File: config.mk
export PLATFORM = sky130hd
export DESIGN_NAME = sfd_dispatch
export DESIGN_NICKNAME = d
export VERILOG_FILES = /design/src/sfd_pkg.sv /design/src/sfd_byte_if.sv /design/src/sfd_rx_shift.sv /design/src/sfd_opcode_lut.sv /design/src/sfd_dispatch.sv
export VERILOG_INCLUDE_DIRS = /design/src /design/src/src
export SDC_FILE = /design/constraint.sdc
export NUM_CORES = 1
export LEC_CHECK = 0
export ABC_AREA = 1
export BUFFER_PORTS_ARGS = -buffer_cell sky130_fd_sc_hd__buf_2
export CAP_MARGIN = 20
export CORE_MARGIN = 2
export CORE_UTILIZATION = 48
export CTS_CLUSTER_DIAMETER = 80
export DETAILED_ROUTE_END_ITERATION = 6
export PLACE_DENSITY = 0.62
export SLEW_MARGIN = 20
export SYNTH_ARGS = -nofsm -noshare
export SYNTH_HDL_FRONTEND = slang
export SYNTH_SLANG_ARGS = --single-unit
File: constraint.sdc
create_clock -name clk -period 3.87 [get_ports clk]
set_input_delay 0.5805 -clock clk [delete_from_list [all_inputs] [get_ports clk]]
set_output_delay 0.5805 -clock clk [all_outputs]
set_load 0.02 [all_outputs]
File: src/sfd_map.svh
// opcode and sequence constants for the flash command dispatcher
`ifndef SFD_MAP_SVH
`define SFD_MAP_SVH
`define SFD_BYTE_LAST 3'h7
`define SFD_SEQ_LAST 2'h3
`define SFD_PAGE_RD 8'hD2
`define SFD_ARR_LP 8'h01
`define SFD_ARR_LF 8'h03
`define SFD_ARR_HF 8'h0B
`define SFD_ARR_HF2 8'h1B
`define SFD_ARR_LEG 8'hE8
`define SFD_B1_RD_LF 8'hD1
`define SFD_B2_RD_LF 8'hD3
`define SFD_B1_RD_HF 8'hD4
`define SFD_B2_RD_HF 8'hD6
`define SFD_B1_WR 8'h84
`define SFD_B2_WR 8'h87
`define SFD_B1_PRG_E 8'h83
`define SFD_B2_PRG_E 8'h86
`define SFD_B1_PRG_N 8'h88
`define SFD_B2_PRG_N 8'h89
`define SFD_PT1_E 8'h82
`define SFD_PT2_E 8'h85
`define SFD_PT1_N 8'h02
`define SFD_PG_ERASE 8'h81
`define SFD_BLK_ERASE 8'h50
`define SFD_SEC_ERASE 8'h7C
`define SFD_SUSPEND 8'hB0
`define SFD_RESUME 8'hD0
`define SFD_RMW1 8'h58
`define SFD_RMW2 8'h59
`define SFD_XFER1 8'h53
`define SFD_XFER2 8'h55
`define SFD_CMP1 8'h60
`define SFD_CMP2 8'h61
`define SFD_PROT_RD 8'h32
`define SFD_LOCK_RD 8'h35
`define SFD_SECR_RD 8'h77
`define SFD_DPD 8'hB9
`define SFD_DPD_EXIT 8'hAB
`define SFD_UDPD 8'h79
`define SFD_STATUS 8'hD7
`define SFD_ID 8'h9F
`define SFD_CE_1 8'hC7
`define SFD_CE_2 8'h94
`define SFD_CE_3 8'h80
`define SFD_CE_4 8'h9A
`define SFD_PR_1 8'h3D
`define SFD_PR_2 8'h2A
`define SFD_PR_3 8'h7F
`define SFD_PR_EN 8'hA9
`define SFD_PR_DIS 8'h9A
`define SFD_PR_ERA 8'hCF
`define SFD_PR_PRG 8'hFC
`define SFD_LOCKDN 8'h30
`define SFD_CFG_3 8'h80
`define SFD_CFG_BIN 8'hA6
`define SFD_CFG_STD 8'hA7
`define SFD_FRZ_1 8'h34
`define SFD_FRZ_2 8'h55
`define SFD_FRZ_3 8'hAA
`define SFD_FRZ_4 8'h40
`define SFD_SECP_1 8'h9B
`define SFD_RST_1 8'hF0
`define SFD_ZERO 8'h00
`endif

File: src/sfd_pkg.sv
// types shared by the flash command dispatcher
package sfd_pkg;
	typedef enum logic [5:0] {
		CMD_NONE, CMD_PAGE_RD, CMD_ARR_LP, CMD_ARR_LF, CMD_ARR_HF, CMD_ARR_LEG,
		CMD_BUF_RD_LF, CMD_BUF_RD_HF, CMD_PROT_RD, CMD_LOCK_RD, CMD_SECR_RD,
		CMD_BUF_WR, CMD_BUF_PRG_E, CMD_BUF_PRG_N, CMD_PT_PRG_E, CMD_PT_PRG_N,
		CMD_PG_ERASE, CMD_BLK_ERASE, CMD_SEC_ERASE, CMD_CHIP_ERASE, CMD_SUSPEND,
		CMD_RESUME, CMD_RMW, CMD_XFER, CMD_CMP, CMD_DPD, CMD_DPD_EXIT, CMD_UDPD,
		CMD_STATUS, CMD_ID, CMD_PROT_EN, CMD_PROT_DIS, CMD_PROT_ERA, CMD_PROT_PRG,
		CMD_LOCKDN, CMD_FREEZE, CMD_SECR_PRG, CMD_PG_BIN, CMD_PG_STD, CMD_SW_RESET
	} sfd_cmd_type;
	typedef enum logic [2:0] {GRP_NONE, GRP_A, GRP_B, GRP_C, GRP_D, GRP_X} sfd_grp_type;
	typedef enum logic [2:0] {
		S_IDLE = 3'b000,
		S_SEQ = 3'b001,
		S_PASS = 3'b010,
		S_DROP = 3'b011,
		S_RST = 3'b100
	} sfd_st_type;
	typedef struct packed {
		sfd_cmd_type cmd;
		sfd_grp_type grp;
		logic bsel;
		logic seq;
	} sfd_cls_type;
	typedef struct packed {
		logic [2:0] cnt;
		logic [7:0] sh;
		logic frame;
		logic bv;
		logic [7:0] bd;
		logic fe;
		logic al;
	} sfd_rx_type;
	typedef struct packed {
		sfd_st_type st;
		logic [1:0] n;
		logic [2:0][7:0] seq;
		sfd_cmd_type cmd;
		sfd_grp_type grp;
		logic bsel;
		logic valid;
		logic rej;
		logic rd;
		logic susp;
		sfd_grp_type last;
		logic obuf;
		logic can_susp;
	} sfd_core_type;
endpackage

File: src/sfd_byte_if.sv
// byte stream from the serial shifter to the decoder
`timescale 1ns/10ps
interface sfd_byte_if;
	logic byte_valid;
	logic [7:0] byte_data;
	logic frame;
	logic frame_end;
	logic aligned;
	modport src (output byte_valid, output byte_data, output frame, output frame_end, output aligned);
	modport snk (input byte_valid, input byte_data, input frame, input frame_end, input aligned);
endinterface

File: src/sfd_rx_shift.sv
// serial to byte shifter, msb first, framed by chip select
`timescale 1ns/10ps
`include "sfd_map.svh"
module sfd_rx_shift (
	input wire logic clk,
	input wire logic resetn,
	input wire logic cs_n,
	input wire logic bit_strobe,
	input wire logic bit_in,
	sfd_byte_if.src rx
);
	import sfd_pkg::*;
	sfd_rx_type q;
	sfd_rx_type d;

	always_comb
	begin
		d = q;
		d.bv = 1'b0;
		d.fe = 1'b0;
		if (!cs_n)
		begin
			d.frame = 1'b1;
			if (bit_strobe)
			begin
				d.sh = {q.sh[6:0], bit_in};
				d.cnt = q.cnt + 3'h1;
				if (q.cnt == `SFD_BYTE_LAST)
				begin
					d.bv = 1'b1;
					d.bd = {q.sh[6:0], bit_in};
				end
			end
		end
		else
		begin
			// alignment is caught as the frame closes, before the count clears
			d.fe = q.frame;
			d.al = q.cnt == 3'h0;
			d.frame = 1'b0;
			d.cnt = 3'h0;
		end
	end

	always_ff @(posedge clk or negedge resetn)
	begin
		if (!resetn)
			q <= '0;
		else
			q <= d;
	end

	assign rx.byte_valid = q.bv;
	assign rx.byte_data = q.bd;
	assign rx.frame = q.frame;
	assign rx.frame_end = q.fe;
	assign rx.aligned = q.al;
endmodule

File: src/sfd_opcode_lut.sv
// first opcode byte to command, group and buffer
`timescale 1ns/10ps
`include "sfd_map.svh"
module sfd_opcode_lut (
	input wire logic [7:0] opcode,
	output sfd_pkg::sfd_cls_type cls
);
	import sfd_pkg::*;

	always_comb
	begin
		case (opcode)
			`SFD_PAGE_RD: cls = '{CMD_PAGE_RD, GRP_A, 1'b0, 1'b0};
			`SFD_ARR_LP: cls = '{CMD_ARR_LP, GRP_A, 1'b0, 1'b0};
			`SFD_ARR_LF: cls = '{CMD_ARR_LF, GRP_A, 1'b0, 1'b0};
			`SFD_ARR_HF: cls = '{CMD_ARR_HF, GRP_A, 1'b0, 1'b0};
			`SFD_ARR_HF2: cls = '{CMD_ARR_HF, GRP_A, 1'b0, 1'b0};
			`SFD_ARR_LEG: cls = '{CMD_ARR_LEG, GRP_A, 1'b0, 1'b0};
			`SFD_B1_RD_LF: cls = '{CMD_BUF_RD_LF, GRP_A, 1'b0, 1'b0};
			`SFD_B2_RD_LF: cls = '{CMD_BUF_RD_LF, GRP_A, 1'b1, 1'b0};
			`SFD_B1_RD_HF: cls = '{CMD_BUF_RD_HF, GRP_A, 1'b0, 1'b0};
			`SFD_B2_RD_HF: cls = '{CMD_BUF_RD_HF, GRP_A, 1'b1, 1'b0};
			`SFD_PROT_RD: cls = '{CMD_PROT_RD, GRP_A, 1'b0, 1'b0};
			`SFD_LOCK_RD: cls = '{CMD_LOCK_RD, GRP_A, 1'b0, 1'b0};
			`SFD_SECR_RD: cls = '{CMD_SECR_RD, GRP_A, 1'b0, 1'b0};
			`SFD_B1_WR: cls = '{CMD_BUF_WR, GRP_C, 1'b0, 1'b0};
			`SFD_B2_WR: cls = '{CMD_BUF_WR, GRP_C, 1'b1, 1'b0};
			`SFD_B1_PRG_E: cls = '{CMD_BUF_PRG_E, GRP_B, 1'b0, 1'b0};
			`SFD_B2_PRG_E: cls = '{CMD_BUF_PRG_E, GRP_B, 1'b1, 1'b0};
			`SFD_B1_PRG_N: cls = '{CMD_BUF_PRG_N, GRP_B, 1'b0, 1'b0};
			`SFD_B2_PRG_N: cls = '{CMD_BUF_PRG_N, GRP_B, 1'b1, 1'b0};
			`SFD_PT1_E: cls = '{CMD_PT_PRG_E, GRP_B, 1'b0, 1'b0};
			`SFD_PT2_E: cls = '{CMD_PT_PRG_E, GRP_B, 1'b1, 1'b0};
			`SFD_PT1_N: cls = '{CMD_PT_PRG_N, GRP_B, 1'b0, 1'b0};
			`SFD_PG_ERASE: cls = '{CMD_PG_ERASE, GRP_B, 1'b0, 1'b0};
			`SFD_BLK_ERASE: cls = '{CMD_BLK_ERASE, GRP_B, 1'b0, 1'b0};
			`SFD_SEC_ERASE: cls = '{CMD_SEC_ERASE, GRP_B, 1'b0, 1'b0};
			`SFD_SUSPEND: cls = '{CMD_SUSPEND, GRP_X, 1'b0, 1'b0};
			`SFD_RESUME: cls = '{CMD_RESUME, GRP_X, 1'b0, 1'b0};
			`SFD_RMW1: cls = '{CMD_RMW, GRP_B, 1'b0, 1'b0};
			`SFD_RMW2: cls = '{CMD_RMW, GRP_B, 1'b1, 1'b0};
			`SFD_XFER1: cls = '{CMD_XFER, GRP_B, 1'b0, 1'b0};
			`SFD_XFER2: cls = '{CMD_XFER, GRP_B, 1'b1, 1'b0};
			`SFD_CMP1: cls = '{CMD_CMP, GRP_B, 1'b0, 1'b0};
			`SFD_CMP2: cls = '{CMD_CMP, GRP_B, 1'b1, 1'b0};
			`SFD_DPD: cls = '{CMD_DPD, GRP_X, 1'b0, 1'b0};
			`SFD_DPD_EXIT: cls = '{CMD_DPD_EXIT, GRP_X, 1'b0, 1'b0};
			`SFD_UDPD: cls = '{CMD_UDPD, GRP_X, 1'b0, 1'b0};
			`SFD_STATUS: cls = '{CMD_STATUS, GRP_C, 1'b0, 1'b0};
			`SFD_ID: cls = '{CMD_ID, GRP_C, 1'b0, 1'b0};
			`SFD_CE_1: cls = '{CMD_NONE, GRP_NONE, 1'b0, 1'b1};
			`SFD_PR_1: cls = '{CMD_NONE, GRP_NONE, 1'b0, 1'b1};
			`SFD_FRZ_1: cls = '{CMD_NONE, GRP_NONE, 1'b0, 1'b1};
			`SFD_SECP_1: cls = '{CMD_NONE, GRP_NONE, 1'b0, 1'b1};
			`SFD_RST_1: cls = '{CMD_NONE, GRP_NONE, 1'b0, 1'b1};
			default: cls = '{CMD_NONE, GRP_NONE, 1'b0, 1'b0};
		endcase
	end
endmodule

File: src/sfd_dispatch.sv
// command decoder and concurrency gate for the serial flash
`timescale 1ns/10ps
`include "sfd_map.svh"
module sfd_dispatch (
	input wire logic clk,
	input wire logic resetn,
	input wire logic cs_n,
	input wire logic bit_strobe,
	input wire logic bit_in,
	input wire logic op_busy,
	output logic cmd_valid,
	output logic cmd_reject,
	output sfd_pkg::sfd_cmd_type cmd_code,
	output sfd_pkg::sfd_grp_type cmd_group,
	output logic cmd_buf,
	output logic read_busy,
	output logic suspended
);
	import sfd_pkg::*;
	sfd_core_type q;
	sfd_core_type d;
	sfd_cls_type cls;
	logic busy_b;
	logic busy_d;
	sfd_byte_if rx ();

	sfd_rx_shift u_rx (
		.clk(clk),
		.resetn(resetn),
		.cs_n(cs_n),
		.bit_strobe(bit_strobe),
		.bit_in(bit_in),
		.rx(rx)
	);

	sfd_opcode_lut u_lut (
		.opcode(rx.byte_data),
		.cls(cls)
	);

	// op_busy only says the array is self-timing; which group owns it is
	// remembered from the last long operation dispatched here
	assign busy_b = op_busy && q.last == GRP_B && !q.susp;
	assign busy_d = op_busy && q.last == GRP_D;

	function automatic sfd_cmd_type seq_cmd(logic [2:0][7:0] s, logic [7:0] b);
		seq_cmd = CMD_NONE;
		if (s[0] == `SFD_CE_1 && s[1] == `SFD_CE_2 && s[2] == `SFD_CE_3 && b == `SFD_CE_4)
			seq_cmd = CMD_CHIP_ERASE;
		if (s[0] == `SFD_PR_1 && s[1] == `SFD_PR_2 && s[2] == `SFD_PR_3)
		begin
			case (b)
				`SFD_PR_EN: seq_cmd = CMD_PROT_EN;
				`SFD_PR_DIS: seq_cmd = CMD_PROT_DIS;
				`SFD_PR_ERA: seq_cmd = CMD_PROT_ERA;
				`SFD_PR_PRG: seq_cmd = CMD_PROT_PRG;
				`SFD_LOCKDN: seq_cmd = CMD_LOCKDN;
				default: seq_cmd = CMD_NONE;
			endcase
		end
		if (s[0] == `SFD_PR_1 && s[1] == `SFD_PR_2 && s[2] == `SFD_CFG_3)
		begin
			case (b)
				`SFD_CFG_BIN: seq_cmd = CMD_PG_BIN;
				`SFD_CFG_STD: seq_cmd = CMD_PG_STD;
				default: seq_cmd = CMD_NONE;
			endcase
		end
		if (s[0] == `SFD_FRZ_1 && s[1] == `SFD_FRZ_2 && s[2] == `SFD_FRZ_3 && b == `SFD_FRZ_4)
			seq_cmd = CMD_FREEZE;
		if (s[0] == `SFD_SECP_1 && s[1] == `SFD_ZERO && s[2] == `SFD_ZERO && b == `SFD_ZERO)
			seq_cmd = CMD_SECR_PRG;
		if (s[0] == `SFD_RST_1 && s[1] == `SFD_ZERO && s[2] == `SFD_ZERO && b == `SFD_ZERO)
			seq_cmd = CMD_SW_RESET;
	endfunction

	function automatic logic gate(sfd_cmd_type c, sfd_grp_type g, logic b);
		logic other_buf;
		other_buf = !(c == CMD_BUF_WR && b == q.obuf);
		if (busy_d)
			gate = c == CMD_STATUS;
		else if (q.susp)
			gate = g == GRP_A || (g == GRP_C && other_buf) || c == CMD_RESUME || c == CMD_SW_RESET;
		else if (busy_b)
			gate = (g == GRP_C && other_buf) || (c == CMD_SUSPEND && q.can_susp) || c == CMD_SW_RESET;
		else
			gate = c != CMD_SUSPEND && c != CMD_RESUME;
	endfunction

	always_comb
	begin
		sfd_cmd_type c;
		sfd_grp_type g;
		logic b;
		logic want;
		logic fire;
		c = CMD_NONE;
		g = GRP_NONE;
		b = 1'b0;
		want = 1'b0;
		fire = 1'b0;
		d = q;
		d.valid = 1'b0;
		d.rej = 1'b0;
		case (q.st)
			S_IDLE:
			begin
				if (rx.byte_valid && cls.seq)
				begin
					d.st = S_SEQ;
					d.seq[0] = rx.byte_data;
					d.n = 2'h1;
				end
				else if (rx.byte_valid)
				begin
					c = cls.cmd;
					g = cls.grp;
					b = cls.bsel;
					want = 1'b1;
				end
			end
			S_SEQ:
			begin
				if (rx.byte_valid && q.n != `SFD_SEQ_LAST)
				begin
					d.seq[q.n] = rx.byte_data;
					d.n = q.n + 2'h1;
				end
				else if (rx.byte_valid)
				begin
					c = seq_cmd(q.seq, rx.byte_data);
					g = c == CMD_CHIP_ERASE ? GRP_B : GRP_D;
					// reset waits for the frame to close on a byte boundary
					if (c == CMD_SW_RESET)
						d.st = S_RST;
					else
						want = 1'b1;
				end
			end
			default:
			begin
				d.st = q.st;
			end
		endcase
		if (rx.frame_end && q.st == S_RST && rx.aligned)
		begin
			c = CMD_SW_RESET;
			g = GRP_X;
			want = 1'b1;
		end
		if (want)
		begin
			if (c == CMD_NONE)
				d.st = S_DROP;
			else if (gate(c, g, b))
			begin
				fire = 1'b1;
				d.st = S_PASS;
			end
			else
			begin
				d.rej = 1'b1;
				d.st = S_DROP;
			end
		end
		if (rx.frame_end)
		begin
			d.st = S_IDLE;
			d.n = 2'h0;
			d.rd = 1'b0;
		end
		if (fire)
		begin
			d.valid = 1'b1;
			d.cmd = c;
			d.grp = g;
			d.bsel = b;
			d.rd = g == GRP_A;
			if (g == GRP_B || g == GRP_D)
			begin
				d.last = g;
				d.obuf = b;
				d.can_susp = !(c == CMD_XFER || c == CMD_CMP || c == CMD_RMW);
			end
			if (c == CMD_SUSPEND)
				d.susp = 1'b1;
			if (c == CMD_RESUME || c == CMD_SW_RESET)
				d.susp = 1'b0;
			if (c == CMD_SW_RESET)
				d.last = GRP_NONE;
		end
	end

	always_ff @(posedge clk or negedge resetn)
	begin
		if (!resetn)
			q <= '0;
		else
			q <= d;
	end

	assign cmd_valid = q.valid;
	assign cmd_reject = q.rej;
	assign cmd_code = q.cmd;
	assign cmd_group = q.grp;
	assign cmd_buf = q.bsel;
	assign read_busy = q.rd;
	assign suspended = q.susp;
endmodule

==> results.toml <==
[clock_tree]
holdBufCountCts = 0
numCtsBuffers = 9
path_clk_slew_ps = 80
insertion_delay_ps = 350
clock_path_buffers = 2
cts_sinks = 70
cts_tree = "built"
cts_setup_buffers = 0
cts.htree.levels = 3
post_cts_resized = 0
cts_root_buffer = "clkbuf_8"

[finish]
drive_above_1_share_pct = 8.52
area_growth_syn_to_layout_pct = 7.61
utilization_pct = 53.7
nets = 818
layout.cells.non_filler = 943
antenna_cells = 0

[routing]
wl_met3_um = 751
viasPerCell = 5.25
ant_nets = 0
top_layer = "met4"
drt_first_iter_violations = 377
wl_met2_um = 5800
wl_um = 13400
wl_met1_um = 6440
wl_per_cell_um = 14.2
num_vias = 4949
drc = 0
drt-pass1-iter-count = 5

[floorplan]
die_x_um = 105
boundaryPins = 20
initial_core_util_pct = 49.9
rows = 36
core-area_mm2 = 0.00982
die_h_um = 105
dieArea_mm2 = 0.0110

[power]
seq_power_share_pct = 48.8
comb_power_share_pct = 16.2
p_per_area_mw_per_mm2 = 310
p_switching_mw = 0.490
sw_frac_of_total_pct = 30.0
power_mw = 1.63
ir_worst_vdd_mv = 0.222
p_leak_nw = 2.83
pwr-share-clk_pct = 35.0
internal_power_mw = 1.14

[synthesis]
synth_top_cell_by_area = "dfrtp_1"
yosysWarnings = 0
yosysMostFrequentCell = "nand2_1"
yosysUniqueCellTypes = 30
synth_area_mm2 = 0.00490
synthCells = 787
seq_area_frac_synth_pct = 35.8
async_flop_share_pct = 100
synth_flop_cell = "dfrtp_1"
ys_ff_latch = 70
synth_commonest_cells = "nand2_1 (270), nor2_1 (143), inv_1 (87)"
synthTopCellsByArea = "dfrtp_1 (36%), nand2_1 (21%), nor2_1 (11%), inv_1 (6.7%), nand3_1 (5.6%)"
syn_area_per_cell_um2 = 6.22
synth_edf_count = 0
yosysTopAreaCellShare_pct = 35.8
synth_nets = 800

[sta]
max_freq_mhz = 295
tns_ps = 0
period_share_pct = 87.7
period_minus_slack_ps = 3390
rsz0062_at_grt = "no"
setup_violations = 0
hold_viol_final = 0
finalClockSkew_ps = 6.25
tightest_slew_ps = 687
maxSlewViolCount = 0
relSlewSlack_pct = 54.1

[run_status]
status = "complete, no violations"

[critical_path]
reg2reg_to = "q[45]$_DFFE_PN0P_"
crit_top_cell = "nand2_1"
critPathMaxStageDelay_ps = 510
cp_slowest_cell = "nand2_1"
reg2reg_slack_ps = 480
worstRegToRegCells = 20
worst-path-max-fanout = 20
worstSetupPathType = "flop to flop"
critPathCapture = "q[45]$_DFFE_PN0P_"
r2r-start = "u_rx.rx.byte_data[4]$_DFFE_PN0P_"
worst_setup_path_start_kind = "flop"
path_cells = "nand2_1 -> nor2_1 -> nand2_1 -> nand3_2 -> nor2_2 -> nand2_1 -> nand2_1 -> nor2_1 -> nor2_1 -> nand3_1 -> nand2_1 -> inv_1 -> nand3_1 -> nand2_1 -> nand2_1 -> nand2_1 -> nand2_1 -> nand2_1 -> nand3_1 -> nand2_1"
crit_start = "u_rx.rx.byte_data[4]$_DFFE_PN0P_"
cp.arrival_ps = 3680
critPathRequiredTime_ps = 4160
end_kind = "flop"

[global_route]
antenna_found_initial = 0
grt_first_pass_wirelength_um = 22900
grt_max_degree = 45
grt_use_total_pct = 26.2
grt_pass1_vias = 4708
overflow = 0

[placed_design]
placedCellCount = 927
gp_congestion = 0.933
port_buffers = 19
dpl.hpwl_um = 10600

[run]
drv_cap = 0

[worst_hold_path]
hold_path.class = "input port to asynchronous set/reset pin"
-- state kept, by name, indices dropped and copies added (netlist names) --
signal and flops:
cmd_buf 1, cmd_code 6, cmd_group 3, cmd_reject 1
cmd_valid 1, q 34, read_busy 1, suspended 1
u_rx.q 10, u_rx.rx.aligned 1, u_rx.rx.byte_data 8, u_rx.rx.byte_valid 1
u_rx.rx.frame 1, u_rx.rx.frame_end 1
-- power by group through the flow --
| stage | clock network, mW | logic, mW | registers (mW) |
|---|---|---|---|
| after floorplan | 0 | 0.183 | 0.805 |
| after global placement | 0 | 0.258 | 0.810 |
| after detailed placement | 0 | 0.264 | 0.811 |
| after CTS | 0.585 | 0.267 | 0.797 |
| after global routing | 0.620 | 0.303 | 0.802 |
| final | 0.571 | 0.264 | 0.798 |
-- through the flow --
stage	hold WS, ps	setup slack, ps	area (um2)
floorplan	285	1420	4900
global placement	419	609	5080
detailed placement	435	536	5080
CTS	422	506	5270
global route	248	45.2	5270
finish	209	478	5270
-- critical path, delay by kind of cell (launching register included) --
| kind | cells | cell delay (ps) |
|---|---|---|
| and+or+nand+nor | 19 | 2790 |
| DFF | 1 | 470 |
| buffers and inverters | 1 | 80 |
-- kinds of logic (layout without fill, tap and decap cells) --
logic type,count (synthesis),count (layout),synth area share [%]
multiplexers,8,8,1.64
AND/OR/NAND/NOR,517,517,43.6
AO/OA/AOI/OAI,63,63,6.69
adder cells (fa/ha/maj),7,7,1.79
flip-flops,70,70,35.8
buffers and inverters,122,145,10.5
-- layout make-up --
type                    instances  area (um2)
fillers                      1057        4550
well taps                     133         166
multi-input cells             595        2630
inverters                     105         397
clock buffers                  14         173
repair buffers                 24         135
flip-flops and latches         70        1750
clock inverters                 2        15.0
-- worst min path at each step --
stage,endpoint,slack (ps),cells after the start
after global routing,q[23]$_DFFE_PN0P_,250,1
after detailed placement,u_rx.rx.frame_end$_DFF_PN0_,430,2
after global placement,u_rx.rx.frame_end$_DFF_PN0_,420,2
final,q[23]$_DFFE_PN0P_,210,1
after floorplan,cmd_buf$_DFFE_PN0P_,280,0
after CTS,q[23]$_DFFE_PN0P_,420,1
-- routing by layer --
metal | vias to the layer above | track usage [%]
li1 | 2490 | -
met1 | 2253 | 36.3
met2 | 173 | 40.7
met3 | 33 | 4.30
met4 | 0 | 10.5
met5 | - | 0
-- cell usage in the layout (no fill, tap or decap), drive strengths merged, types with 2 or more instances in the layout --
| master | n |
|---|---|
| clkinvlp | 2 |
| nor3 | 14 |
| nand4 | 17 |
| nor2 | 148 |
| dfrtp | 70 |
| ha | 7 |
| inv | 105 |
| nand2 | 273 |
| clkbuf | 14 |
| buf | 24 |
| nor4 | 3 |
| a21oi | 4 |
| o21ai | 56 |
| or2 | 2 |
| mux2i | 8 |
| nand3 | 58 |
No activity file was read; power rests on OpenSTA's default activity.
